==> src/pkg/mrss_pkg.sv <==
// Constants and types shared by the reset source sequencer
package mrss_pkg;

    // Register port geometry
    localparam int ADDR_W = 4;                   // Register address width
    localparam int DATA_W = 8;                   // Register data width

    // Register offsets
    localparam logic [ADDR_W-1:0] REG_CTRL   = 4'h0;  // Enables, read/write
    localparam logic [ADDR_W-1:0] REG_STATUS = 4'h1;  // Source levels and state
    localparam logic [ADDR_W-1:0] REG_COUNT  = 4'h2;  // Stretch count, low byte
    localparam logic [ADDR_W-1:0] REG_FUSE   = 4'h3;  // Latched clock select fuses

    // Control register fields and reset value
    localparam int CTRL_WDT_EN_BIT = 0;          // Watchdog reset enable
    localparam int CTRL_BOD_EN_BIT = 1;          // Brown-out reset enable
    localparam logic [DATA_W-1:0] CTRL_RST = 8'h00;

    // Status register fields
    localparam int STAT_POR_BIT  = 0;            // Supply below power-on level
    localparam int STAT_EXT_BIT  = 1;            // External pin reset seen
    localparam int STAT_WDT_BIT  = 2;            // Watchdog pulse active
    localparam int STAT_BOD_BIT  = 3;            // Brown-out accepted
    localparam int STAT_TEST_BIT = 4;            // Test-port reset register set
    localparam int STAT_HOLD_BIT = 5;            // Sources still active
    localparam int STAT_STR_BIT  = 6;            // Stretch counter running
    localparam int STAT_CORE_BIT = 7;            // Internal reset asserted

    // Synchroniser lanes for pin-side inputs
    localparam int FUSE_W    = 4;                // Clock select fuse width
    localparam int SY_POR    = 0;
    localparam int SY_EXT    = 1;
    localparam int SY_BOD    = 2;
    localparam int SY_TEST   = 3;
    localparam int SY_FUSE   = 4;
    localparam int SYNC_W    = SY_FUSE + FUSE_W;

    // Timing: minimum external pulse, rounded up to whole cycles
    localparam int CLK_PERIOD_NS     = 40;
    localparam int EXT_MIN_PULSE_NS  = 50;
    localparam int EXT_MIN_CYC       = (EXT_MIN_PULSE_NS + CLK_PERIOD_NS - 1) / CLK_PERIOD_NS;
    localparam logic [2:0] EXT_MIN_CNT = 3'(EXT_MIN_CYC);

    // Fetch address after release
    localparam int PC_W = 16;
    localparam logic [PC_W-1:0] RESET_VECTOR = 16'h0000;

    // Sequencer states
    typedef enum logic [1:0] {
        MRSS_HOLD,
        MRSS_STRETCH,
        MRSS_RUN
    } mrss_state_t;

endpackage : mrss_pkg

==> src/design/mrss_sequencer.sv <==
// Reset source collector and reset stretch sequencer
`timescale 1ns/10ps

// Notes on behaviour
// Reset I/O registers; fetch reset vector on release (internal reset clears only the watchdog enable)
// Port pins reset asynchronously, no clock needed (watchdog and test-port resets reach them on a clock edge)
// Stretch counter starts after all sources inactive
// Stretch length chosen by clock select fuses
// Five independent sources, any one resets
// Supply below power-on threshold holds reset
// Long enough low pin pulse resets
// Watchdog expiry resets only when enabled
// Brown-out resets only when detector enabled
// Test-port reset register one holds reset
// Watchdog gives one-cycle pulse, count after
// Supply drop reasserts reset with no delay
// Raw reset is OR; reassert restarts count
module mrss_sequencer
    import mrss_pkg::*;
#(
    parameter int STRETCH_BASE_CYC = 16,          // Cycles for fuse setting zero
    parameter int CNT_W            = 32           // Stretch counter width
) (
    input  wire logic              i_clk,
    input  wire logic              i_rst_b,
    input  wire logic              i_por_low,             // Supply below power_on_threshold
    input  wire logic              i_ext_rst_pin_b,       // External reset pin, low resets
    input  wire logic              i_wdt_expire,          // Watchdog period expired
    input  wire logic              i_bod_low,             // Supply below brownout_threshold
    input  wire logic              i_test_rst_reg,        // Test-port reset register bit
    input  wire logic [FUSE_W-1:0] i_clock_select_fuses,  // Fuse time-out selection
    input  wire logic [ADDR_W-1:0] i_addr,
    input  wire logic [DATA_W-1:0] i_wdata,
    input  wire logic              i_wr,
    input  wire logic              i_rd,
    output logic      [DATA_W-1:0] o_rdata,
    output logic                   o_core_rst,            // Internal reset, high active
    output logic                   o_io_rst,              // Port pin reset, high active
    output logic                   o_fetch_go,            // One cycle at reset release
    output logic      [PC_W-1:0]   o_fetch_addr           // Address of first fetch
);

    // Synchroniser stages
    logic [SYNC_W-1:0] sync1_r;                   // First stage, read by second only
    logic [SYNC_W-1:0] sync2_r;                   // Second stage, safe to use
    logic [SYNC_W-1:0] sync_in;                   // Gathered raw inputs

    // Register file
    logic [DATA_W-1:0] ctrl_r;                    // Enables
    logic [DATA_W-1:0] rdata_r;                   // Read answer
    logic [DATA_W-1:0] rdata_nxt;

    // Source conditioning
    logic              wdt_en;
    logic              bod_en;
    logic              por_s;
    logic              ext_low_s;
    logic              bod_s;
    logic              test_s;
    logic [FUSE_W-1:0] fuse_s;
    logic [2:0]        ext_cnt_r;                 // Pin low run length
    logic              ext_ok;                    // Pin low long enough
    logic              wdt_pulse_r;               // One-cycle watchdog reset
    logic              raw_rst;                   // OR of all five sources
    logic              async_src;                 // Pin-level sources, unclocked

    // Sequencer
    mrss_state_t       state_r;
    mrss_state_t       state_nxt;
    logic [CNT_W-1:0]  cnt_r;
    logic [CNT_W-1:0]  cnt_nxt;
    logic [FUSE_W-1:0] fuse_r;                    // Fuses frozen per stretch
    logic [CNT_W-1:0]  tout_cyc;                  // Selected stretch length
    logic              core_rst_r;
    logic              io_rst_r;
    logic              fetch_go_r;
    logic [PC_W-1:0]   fetch_addr_r;

    assign sync_in = {i_clock_select_fuses, i_test_rst_reg, i_bod_low,
                      ~i_ext_rst_pin_b, i_por_low};

    // Two flops per pin-side lane
    genvar g;
    generate
        for (g = 0; g < SYNC_W; g++) begin : g_sync
            // Free running, so levels and fuses are already valid when reset lifts
            always_ff @(posedge i_clk) begin
                sync1_r[g] <= sync_in[g];
                sync2_r[g] <= sync1_r[g];
            end
        end
    endgenerate

    assign por_s     = sync2_r[SY_POR];
    assign ext_low_s = sync2_r[SY_EXT];
    assign bod_s     = sync2_r[SY_BOD];
    assign test_s    = sync2_r[SY_TEST];
    assign fuse_s    = sync2_r[SY_FUSE +: FUSE_W];
    assign wdt_en    = ctrl_r[CTRL_WDT_EN_BIT];
    assign bod_en    = ctrl_r[CTRL_BOD_EN_BIT];

    // Register writes; only the enables are writable
    // internal reset clears the watchdog enable
    // Brown-out enable survives, so a brown-out keeps holding its own reset
    always_ff @(posedge i_clk) begin
        if (!i_rst_b) begin
            ctrl_r <= CTRL_RST;
        end else if (core_rst_r) begin
            ctrl_r[CTRL_WDT_EN_BIT] <= CTRL_RST[CTRL_WDT_EN_BIT];
        end else if (i_wr && i_addr == REG_CTRL) begin
            ctrl_r <= i_wdata & 8'h03;
        end
    end

    // Read decode; unmapped offsets read zero
    always_comb begin
        if (i_addr == REG_CTRL) begin
            rdata_nxt = ctrl_r;
        end else if (i_addr == REG_STATUS) begin
            rdata_nxt = {core_rst_r, state_r == MRSS_STRETCH, state_r == MRSS_HOLD,
                         test_s, bod_s & bod_en, wdt_pulse_r, ext_ok, por_s};
        end else if (i_addr == REG_COUNT) begin
            rdata_nxt = cnt_r[DATA_W-1:0];
        end else if (i_addr == REG_FUSE) begin
            rdata_nxt = {4'h0, fuse_r};
        end else begin
            rdata_nxt = 8'h00;
        end
    end

    // Read data stands one cycle after the strobe only
    always_ff @(posedge i_clk) begin
        if (!i_rst_b) begin
            rdata_r <= 8'h00;
        end else if (i_rd) begin
            rdata_r <= rdata_nxt;
        end else begin
            rdata_r <= 8'h00;
        end
    end

    // pin low filter
    // Short glitches still hit the unclocked path; only the clocked path filters
    always_ff @(posedge i_clk) begin
        if (!i_rst_b) begin
            ext_cnt_r <= 3'h0;
        end else if (!ext_low_s) begin
            ext_cnt_r <= 3'h0;
        end else if (ext_cnt_r != EXT_MIN_CNT) begin
            ext_cnt_r <= ext_cnt_r + 3'h1;
        end
    end
    assign ext_ok = ext_low_s && (ext_cnt_r == EXT_MIN_CNT);

    // gated one-cycle watchdog pulse
    always_ff @(posedge i_clk) begin
        if (!i_rst_b) begin
            wdt_pulse_r <= 1'b0;
        end else begin
            wdt_pulse_r <= i_wdt_expire & wdt_en & ~wdt_pulse_r;
        end
    end

    // raw reset is the OR of five sources
    // power-on, gated brown-out, test-port
    assign raw_rst = por_s | ext_ok | wdt_pulse_r | (bod_s & bod_en) | test_s;

    // unclocked sources; watchdog and test are clocked anyway
    assign async_src = i_por_low | ~i_ext_rst_pin_b | (i_bod_low & bod_en);

    // stretch length doubles per fuse step
    assign tout_cyc = CNT_W'(STRETCH_BASE_CYC) << fuse_r;

    // Next state of the stretch sequencer
    always_comb begin
        state_nxt = state_r;
        cnt_nxt   = cnt_r;
        case (state_r)
            MRSS_HOLD: begin
                cnt_nxt = '0;
                if (!raw_rst) begin
                    state_nxt = MRSS_STRETCH;
                end
            end
            MRSS_STRETCH: begin
                // reassertion restarts the count
                if (raw_rst) begin
                    state_nxt = MRSS_HOLD;
                    cnt_nxt   = '0;
                // release after the full time-out
                end else if (cnt_r == tout_cyc - CNT_W'(1)) begin
                    state_nxt = MRSS_RUN;
                end else begin
                    cnt_nxt = cnt_r + CNT_W'(1);
                end
            end
            MRSS_RUN: begin
                if (raw_rst) begin
                    state_nxt = MRSS_HOLD;
                end
            end
            default: begin
                state_nxt = MRSS_HOLD;
            end
        endcase
    end

    // supply drop forces hold at once
    // Async preset loads only constants; release is clocked
    always_ff @(posedge i_clk or posedge async_src) begin
        if (async_src) begin
            state_r <= MRSS_HOLD;
            cnt_r   <= '0;
        end else if (!i_rst_b) begin
            state_r <= MRSS_HOLD;
            cnt_r   <= '0;
        end else begin
            state_r <= state_nxt;
            cnt_r   <= cnt_nxt;
        end
    end

    // Fuses follow the pins while sources hold and freeze after, so a stretch keeps its length
    always_ff @(posedge i_clk) begin
        if (!i_rst_b) begin
            fuse_r <= 4'h0;
        end else if (state_r == MRSS_HOLD) begin
            fuse_r <= fuse_s;
        end
    end

    // internal and port reset outputs
    always_ff @(posedge i_clk or posedge async_src) begin
        if (async_src) begin
            core_rst_r <= 1'b1;
            io_rst_r   <= 1'b1;
        end else if (!i_rst_b) begin
            core_rst_r <= 1'b1;
            io_rst_r   <= 1'b1;
        end else begin
            core_rst_r <= state_nxt != MRSS_RUN;
            io_rst_r   <= state_nxt != MRSS_RUN;
        end
    end

    // fetch from reset vector on release
    always_ff @(posedge i_clk) begin
        if (!i_rst_b) begin
            fetch_go_r   <= 1'b0;
            fetch_addr_r <= RESET_VECTOR;
        end else begin
            fetch_go_r   <= (state_r == MRSS_STRETCH) && (state_nxt == MRSS_RUN);
            fetch_addr_r <= RESET_VECTOR;
        end
    end

    assign o_rdata      = rdata_r;
    assign o_core_rst   = core_rst_r;
    assign o_io_rst     = io_rst_r;
    assign o_fetch_go   = fetch_go_r;
    assign o_fetch_addr = fetch_addr_r;
endmodule : mrss_sequencer

==> config.mk <==
export PLATFORM = sky130hd
export DESIGN_NAME = mrss_sequencer
export DESIGN_NICKNAME = d
export VERILOG_FILES = /design/src/pkg/mrss_pkg.sv /design/src/design/mrss_sequencer.sv
export SDC_FILE = /design/constraint.sdc
export NUM_CORES = 1
export LEC_CHECK = 0
export ABC_AREA = 1
export BUFFER_PORTS_ARGS = -buffer_cell sky130_fd_sc_hd__buf_4
export CAP_MARGIN = 25
export CORE_MARGIN = 4
export CORE_UTILIZATION = 44
export CTS_CLUSTER_DIAMETER = 200
export CTS_CLUSTER_SIZE = 25
export DETAILED_ROUTE_END_ITERATION = 10
export RECOVER_POWER = 50
export SYNTH_ARGS = -nofsm -noshare
export SYNTH_HDL_FRONTEND = slang
export SYNTH_SLANG_ARGS = --single-unit
==> constraint.sdc <==
create_clock -name i_clk -period 4.83 [get_ports i_clk]
set_clock_uncertainty 0.05 [all_clocks]
set_input_delay 0.483 -clock i_clk [delete_from_list [all_inputs] [get_ports i_clk]]
set_output_delay 0.483 -clock i_clk [all_outputs]
set_load 0.01 [all_outputs]
* Word level (Yosys, flattened, before mapping) *
Index checks and enable logic that the tools add are counted.

storage, ports and cells
  register bits after elaboration = 70
  output and inout port bits = 27
  logic and storage cells = 84

cells by class
  bitwise operators = 15
  mux-type cells = 15
  equality and inequality tests = 12
  $add $sub $neg = 3
  reduce and logical (&&, ||, !) cells = 11
  shift operators = 1

operators by type and width
  cell                                                   number
  2-to-1 mux 32 bit                                      3
  one-hot mux 32 bit (2 select lines)                    1
  adder 32 x 1 -> 32 bit, second input constant          1
  == test 32 bit                                         1
  left shift 5 x 4 -> 32 bit, first input constant       1
  subtractor 32 x 1 -> 32 bit, second input constant     1
  2-to-1 mux 8 bit                                       2
  2-to-1 mux 2 bit                                       6
  == test 4 x 2 -> 1 bit, second input constant          2
  AND reduction 2 bit                                    4
  OR 1 bit                                               6
  one-hot mux 2 bit (3 select lines)                     1
  inverter 1 bit                                         5
  AND 1 bit                                              4
  == test 2 bit, second input constant                   2
  == test 4 x 1 -> 1 bit, second input constant          1
  logical NOT 4 bit                                      1
  2-to-1 mux 4 bit                                       1
  inequality test 4 bit, second input constant           1
  OR reduction 2 bit                                     2
  adder 3 x 1 -> 3 bit, second input constant            1
  == test 3 x 2 -> 1 bit, second input constant          1
  logical AND 1 bit                                      3
  inequality test 3 x 1 -> 1 bit, second input constant  1
  other kinds (5)                                        5

* Logic depth before layout (Yosys ltp) *
Gate-level depths: netlist of the first run.

  word-level depth = 10
  gate-level depth with buffers = 18
  mapped depth without buffers = 16

* Worst setup path after synthesis of the first run *
OpenSTA, ideal clock, no wires.

  path type = register -> register
  start = register fuse_r[1]
  end = register cnt_r[11]
  setup slack = 2639 ps
  cell stages (with the launch flop) = 18
  arrival = 2023 ps
  library setup time = 117 ps
  buffers on the path = 2
  required time = 4663 ps
  path through = dfxtp_1 buf_6 nor2_4 nand2_2 ha_1 nand2_1 inv_1 nor2_1 nand2_1 nor2_1 nand2_1 nor2_1 nand3_1 nor2_2 nand3_4 buf_2 nand3_1 nand2_1

between the ends
  word-level cells in the longest chain between the ends = 5

ends and longest elaborated chain
  element                                 line                   RTL
  start: declaration                      mrss_sequencer.sv:72   logic [FUSE_W-1:0] fuse_r;
  start signal: assignment                mrss_sequencer.sv:228  fuse_r <= fuse_s;
  left shift 5 x 4 -> 32 bit              mrss_sequencer.sv:172  assign tout_cyc = CNT_W'(STRETCH_BASE_CYC) << fuse_r;
  subtractor 32 x 1 -> 32 bit             mrss_sequencer.sv:191  end else if (cnt_r == tout_cyc - CNT_W'(1)) begin
  == test 32 bit                          mrss_sequencer.sv:191
  inequality test 4 bit (no source line)  --
  AND reduction 2 bit (no source line)    --
  end signal: assignment                  mrss_sequencer.sv:219  cnt_r <= cnt_nxt;
  end: declaration                        mrss_sequencer.sv:70   logic [CNT_W-1:0] cnt_r;

No other way between the ends.
A chain may end at the register's enable or synchronous reset.

* Worst setup path in the final report of the first run *
  start = register fuse_r[3]
  end = register cnt_r[12]

The elaborated chain is that of the path after synthesis.

==> results of run 1 <==
==> cells in the final DEF (no fill, tap or decap), types with 4 or more instances in the layout <==
master,count
xor2_1,13
xnor2_1,4
clkbuf_4,7
nand2_1,197
a21oi_1,16
nand3_1,83
nor4_1,6
clkbuf_1,5
nand4_1,10
clkbuf_8,9
buf_4,21
conb_1,16
o21ai_0,16
ha_1,4
dfxtp_1,35
clkinv_4,4
inv_1,67
nor2_4,6
nand2_2,25
nor3_1,29
nor2_1,71
dfrtp_1,34
==> registers in the layout, summed over array words and instances (netlist names), 2 cells and up <==
register and flops:
cnt_r 32, o_rdata 8, fuse_s 4, ctrl_r 2
state_r 2, fuse_r 4, ext_cnt_r 3, sync1_r 8
==> stage by stage <==
stage / utilization / worst slack, ns
floorplan: - / 0.692
global placement: 0.467 / 1.66
detailed placement: 0.467 / 1.59
CTS: 0.487 / 1.55
global route: 0.485 / 1.27
finish: 0.485 / 1.55
==> area by class of cell <==
class,instances,area (sq um)
multi-input combinational,517,2510
tap,136,170
clock buffer,10,128
timing repair buffer,32,225
inverter,74,285
fill,1100,5270
sequential,70,1580
clock inverter,6,72.6
==> worst reg2reg max path: stages (launching register included) <==
cell,delay (ns)
dfxtp_1,0.74
nor2_8,0.09
nand3_1,0.10
ha_1,0.41
inv_1,0.14
nand2_1,0.08
nand2_1,0.05
o21ai_0,0.07
nand3_1,0.09
a21oi_1,0.13
nand2_1,0.10
nor2_4,0.14
nand3_4,0.32
nand2_4,0.52
nand2_1,0.13
nand2_1,0.08
==> layer usage <==
| layer | GRT usage | routed length, microns |
|---|---|---|
| met5 | 0 | 0 |
| met2 | 0.347 | 5610 |
| met1 | 0.301 | 5680 |
| met4 | 0.0880 | 249 |
| met3 | 0.0303 | 555 |
==> synthesized netlist by cell type (all sizes together) (3+ instances only) <==
cell	count	area share
a21oi	16	0.017
buf	31	0.055
clkbuf	11	0.0090
dfrtp	34	0.19
dfxtp	35	0.15
ha	4	0.011
inv	73	0.061
nand2	223	0.20
nand3	85	0.098
nand4	10	0.014
nor2	81	0.081
nor3	29	0.032
nor4	6	0.0082
o211ai	3	0.0049
o21ai	18	0.020
xnor2	4	0.0076
xor2	13	0.025
==> power breakdown <==
| group | switching (mW) | internal (mW) | leakage, nW |
|---|---|---|---|
| sequential | 0.0128 | 0.592 | 0.770 |
| combinational | 0.0842 | 0.0380 | 1.36 |
| clock | 0.247 | 0.242 | 0.0966 |
==> worst max path at each step <==
| stage | start | to | cells past startpoint |
|---|---|---|---|
| 2_1_floorplan | i_bod_low | cnt_r[0] | 1 |
| 3_3_place_gp | fuse_r[3] | cnt_r[11] | 15 |
| 3_5_place_dp | fuse_r[3] | cnt_r[12] | 13 |
| 4_1_cts | fuse_r[3] | cnt_r[12] | 13 |
| 5_1_grt | fuse_r[3] | cnt_r[25] | 15 |
| 6_report | fuse_r[3] | cnt_r[12] | 15 |
==> cell families after synthesis <==
| logic type | Yosys count | synth area share |
|---|---|---|
| AND/OR/NAND/NOR | 436 | 0.433 |
| XOR/XNOR | 17 | 0.0324 |
| other | 1 | 0.000816 |
| AO/OA/AOI/OAI | 44 | 0.0531 |
| adder cells (fa/ha/maj) | 4 | 0.0109 |
| flip-flops | 70 | 0.343 |
| buffers and inverters | 116 | 0.126 |
==> impl_metrics.ini, run 1 <==
[status]
status = finished, violations left
violations = max-capacitance violations, max-slew violations

[routing]
vias = 4344
avgViaCountPerCell = 5.14
drcViolationCount = 0
wirelength_microns = 12100
dr.first_iter.drc_count = 362
drt.antenna.violating_nets = 0
wire_per_inst_microns = 14.3
drt_first_pass_iters = 5

[synthesis]
synth_ff_type = dfxtp_1
synthArstFlopShare = 0.500
syn_area_sq_mm = 0.00459
synth_edf_count = 0
synth-warning-count = 0
synth_cell_types = 38
synth_seq_cells = 70
syn_avg_cell_area_sq_um = 6.68
ys_seq_area_frac = 0.343
synthCells = 688

[worst_hold_path]
min_path_cells = 1
min_from = i_clock_select_fuses[2]
hold_path_end = sync1_r[6]
worstHoldPathType = in -> reg

[die]
die_y_microns = 110
ios = 52
start_util = 0.449
row_count = 37
core-area_sq_mm = 0.0102
die_width_microns = 110
dieArea_sq_mm = 0.0121

[global_route]
grt_pass1_vias = 4063
antenna_found_initial = 0
track_usage = 0.219
grt_max_degree = 36
grt_pass1_wl_microns = 20500
grt_overflow_total = 0

[placed_design]
place_congestion = 0.945
dp_hpwl_microns = 8940
dpl_cell_area_sq_mm = 0.00478
dpl.cell_count = 829
port_buffers = 29

[finish]
final_area_sq_mm = 0.00496
area_delta_synth_final_pct = 8.06
nets = 733
n_antenna_cell = 0
drive_gt1_frac = 0.126
fin_cells = 845

[timing]
whs_ns = 0.189
finalHoldViolCount = 0
tns_ns = 0
finalSetupViolations = 0
min_period_ns = 3.28
rsz0062_at_grt = false
worst_pin_slew_ns = 1.97
period_share = 0.679
slew_violations = 36
relSlewSlack = -0.312
timing.fmax_ghz = 0.305

[setup_path]
cp_slowest_cell = dfxtp_1
critPathMaxFanout = 32
worstRegToRegCells = 15
critical_path_arrival_ns = 3.54
ff2ff_setup_slack_ns = 1.55
critPathBufInv = 1
r2r_start = fuse_r[3]
worst-setup-path-type = reg -> reg
reg2reg_to = cnt_r[12]
critPathRequiredTime_ns = 5.08
cp_slowest_stage_delay_ns = 0.74
crit_top_cell = nand2_1
crit_chain = nor2_8 -> nand3_1 -> ha_1 -> inv_1 -> nand2_1 -> nand2_1 -> o21ai_0 -> nand3_1 -> a21oi_1 -> nand2_1 -> nor2_4 -> nand3_4 -> nand2_4 -> nand2_1 -> nand2_1
end_kind = flip-flop
startpoint_type = flip-flop
crit_family = simple AND/OR/NAND/NOR gates

[clock_network]
cts_resized = 0
cts_tree = built
htree_num_levels = 3
clk_pin_slew_ns = 0.08
clk_latency_ns = 0.36
ctsHoldBuffers = 0
clk_path_buf_depth = 2
clock-sinks = 70
cts-root-buf = clkbuf_8
cts-buffers-inserted = 9
post_cts_buffers = 0

[pwr]
total_power_mw = 1.22
p_per_area_mw_per_mm2 = 245
power.leakage_nw = 2.23
ir_drop_mv = 0.145

[run]
drv_cap = 1
Power figures use the tool's default switching activity.
==> inputs of run 2 (changes only) <==
- ABC_AREA: 1 -> 0
- PLACE_DENSITY: unset -> 0.66
- clock period: 4.83 -> 2.7 ns (I/O delays scaled with it)
==> run 2 against run 1 <==
Compared with the run above: the flow finishes with violations (negative setup slack); critical path depth shrank 5; total power grew 85%; clock power grew 89%; synthesized cell count shrank 32%; combinational power grew 110%; synthesized area shrank 12%; worst setup slack lost 1.9 ns; fmax grew 9.1%; hold slack lost 0.10 ns; sequential power grew 77%; largest cell class unchanged.
==> impl_metrics.ini, run 2 <==
[status]
status = finished, violations left
violations = negative setup slack

[pwr]
total_power_mw = 2.25
power_frac_seq = 0.474
p_sw_mw = 0.590
combPwrFrac = 0.114
pwr-share-clk = 0.411
p_per_area_mw_per_mm2 = 453
power.leakage_nw = 1.96
switching_share = 0.262
p_int_mw = 1.66
ir_drop_mv = 0.324

[global_route]
grt_overflow_total = 0
grt_pass1_vias = 3672
antenna_found_initial = 0
grt_pass1_wl_microns = 18400
grt_max_degree = 36
track_usage = 0.208

[setup_path]
critPathRequiredTime_ns = 2.91
end_kind = flip-flop
crit_family = simple AND/OR/NAND/NOR gates
critical_path_arrival_ns = 3.22
critPathMaxFanout = 5
startpoint_type = flip-flop
cp_slowest_cell = or4_4
worst-setup-path-type = reg -> reg
cp.depth = 10
ff2ff_setup_slack_ns = -0.31
crit_top_cell = or4_4
worstRegToRegCells = 10
critPathBufInv = 1
cp_slowest_stage_delay_ns = 0.55
reg2reg_to = cnt_r[18]
r2r_start = fuse_r[3]
crit_chain = or4_4 -> ha_4 -> nor4b_4 -> or4_4 -> a221oi_2 -> and4bb_1 -> and4b_4 -> a21oi_4 -> clkbuf_16 -> o221ai_1

[routing]
dr.first_iter.drc_count = 217
avgViaCountPerCell = 5.88
drt.antenna.violating_nets = 0
drcViolationCount = 0
drt_first_pass_iters = 5
wirelength_microns = 11200
vias = 3766
wire_per_inst_microns = 17.5

[timing]
min_period_ns = 3.01
rsz0062_at_grt = true
relSlewSlack = 0.366
period_share = 1.11
finalSetupViolations = 35
timing.fmax_ghz = 0.333
finalHoldViolCount = 0
slew_violations = 0
tns_ns = -8.69
fin_ws_ns = -0.307
worst_pin_slew_ns = 0.950

[finish]
nets = 557
regArea_sq_mm = 0.00158
regMostFlops = cnt_r
most-common-layout-cells = buf_4 (46), nand2_1 (38), dfrtp_1 (34)
largest_reg_flops = 32
final_common_cell = buf_4
fin_cells = 641
multi_input_area_sq_mm = 0.00228
fillers = 809
area_delta_synth_final_pct = 22.9
n_antenna_cell = 0
drive_gt1_frac = 0.221

[synthesis]
synthArstFlopShare = 0.500
synth_top_area_share = 0.210
synth_commonest_cells = nand2_1 (38), dfxtp_1 (35), dfrtp_1 (34), nand3_1 (30), nor2_1 (27)
synth_edf_count = 0
synth.most_common_cell = nand2_1
synth_ff_type = dfxtp_1
ys_seq_area_frac = 0.390
synthCells = 466
synth_seq_cells = 70
synthTopCellsByArea = dfrtp_1 (21%), dfxtp_1 (17%), nand3_1 (3.7%)
synth_cell_types = 77
synth_top_area_cell = dfrtp_1
syn_area_sq_mm = 0.00405
synth-warning-count = 0
syn_avg_cell_area_sq_um = 8.69

[clock_network]
cts-root-buf = clkbuf_8
htree_num_levels = 3
clock-sinks = 70
cts_tree = built
clk_pin_slew_ns = 0.09
cts-buffers-inserted = 9
clk_path_buf_depth = 2
clk_latency_ns = 0.35

[placed_design]
port_buffers = 29
dpl.cell_count = 609
place_congestion = 0.903
pre_cts_slack_ns = -0.276
dp_hpwl_microns = 7760

[die]
die_width_microns = 104
ios = 52
core-area_sq_mm = 0.00885
dieArea_sq_mm = 0.0108
start_util = 0.457
die_y_microns = 104
row_count = 34

[worst_hold_path]
worstHoldPathType = in -> reg
hold_path_end = sync1_r[1]
min_path_cells = 2
min_from = i_ext_rst_pin_b

[run]
drv_cap = 0
## run 2: layer usage
metal	global-route usage	share of wire
met2	0.360	0.51
met5	0	0
met1	0.261	0.43
met3	0.0385	0.046
met4	0.0665	0.020
## run 2: worst max-delay path by stage
stage,from,endpoint,slack (ns)
after global routing,fuse_r[3],cnt_r[16],-0.43
after CTS,fuse_r[3],cnt_r[15],-0.25
after global placement,fuse_r[3],cnt_r[16],-0.20
after floorplan,fuse_r[3],cnt_r[10],-0.27
final,fuse_r[3],cnt_r[18],-0.31
after detailed placement,fuse_r[2],cnt_r[12],-0.28
## run 2: what timing repair did
item                                    in CTS  in global routing
pin swaps                                    3                  6
gates resized for setup                      7                  5
hold buffers                                 7                  0
hold endpoints to repair                     7                  0
cloned                                       1                  2
setup buffers                                3                  3
endpoints found under the setup margin      35                 35
## run 2: final cells by class
cell class                      count  share of cell area
Clock inverter                      5              0.0128
Clock buffer                       11              0.0307
Tap cell                          108              0.0272
Multi-Input combinational cell    342               0.459
Inverter                           24              0.0181
Timing Repair Buffer               81               0.135
Sequential cell                    70               0.318
## run 2: logic make-up after synthesis
kind of cell,synth area share
buffers and inverters,0.0921
AOI/OAI and AO/OA,0.183
adders and majority gates,0.0148
and+or+nand+nor,0.282
muxes,0.0158
other,0.000926
xor gates and xnor gates,0.0216
DFF,0.390
## run 2: power by group through the flow
stage                     Clock (mW)  Sequential [mW]  Combinational, mW
after floorplan                    0             1.09              0.178
after global placement             0             1.09              0.237
after detailed placement           0             1.09              0.244
after CTS                      0.950             1.07              0.257
after global routing           0.994             1.07              0.284
final                          0.926             1.07              0.258
## run 2: per-stage QoR
| stage | hold slack [ns] | area [sq um] | utilization |
|---|---|---|---|
| after CTS | 0.0512 | 4950 | 0.560 |
| after floorplan | 0.248 | 4210 | - |
| after global routing | 0.0835 | 4970 | 0.562 |
| final | 0.0860 | 4970 | 0.562 |
| after detailed placement | 0.264 | 4590 | 0.519 |
| after global placement | 0.260 | 4590 | 0.519 |
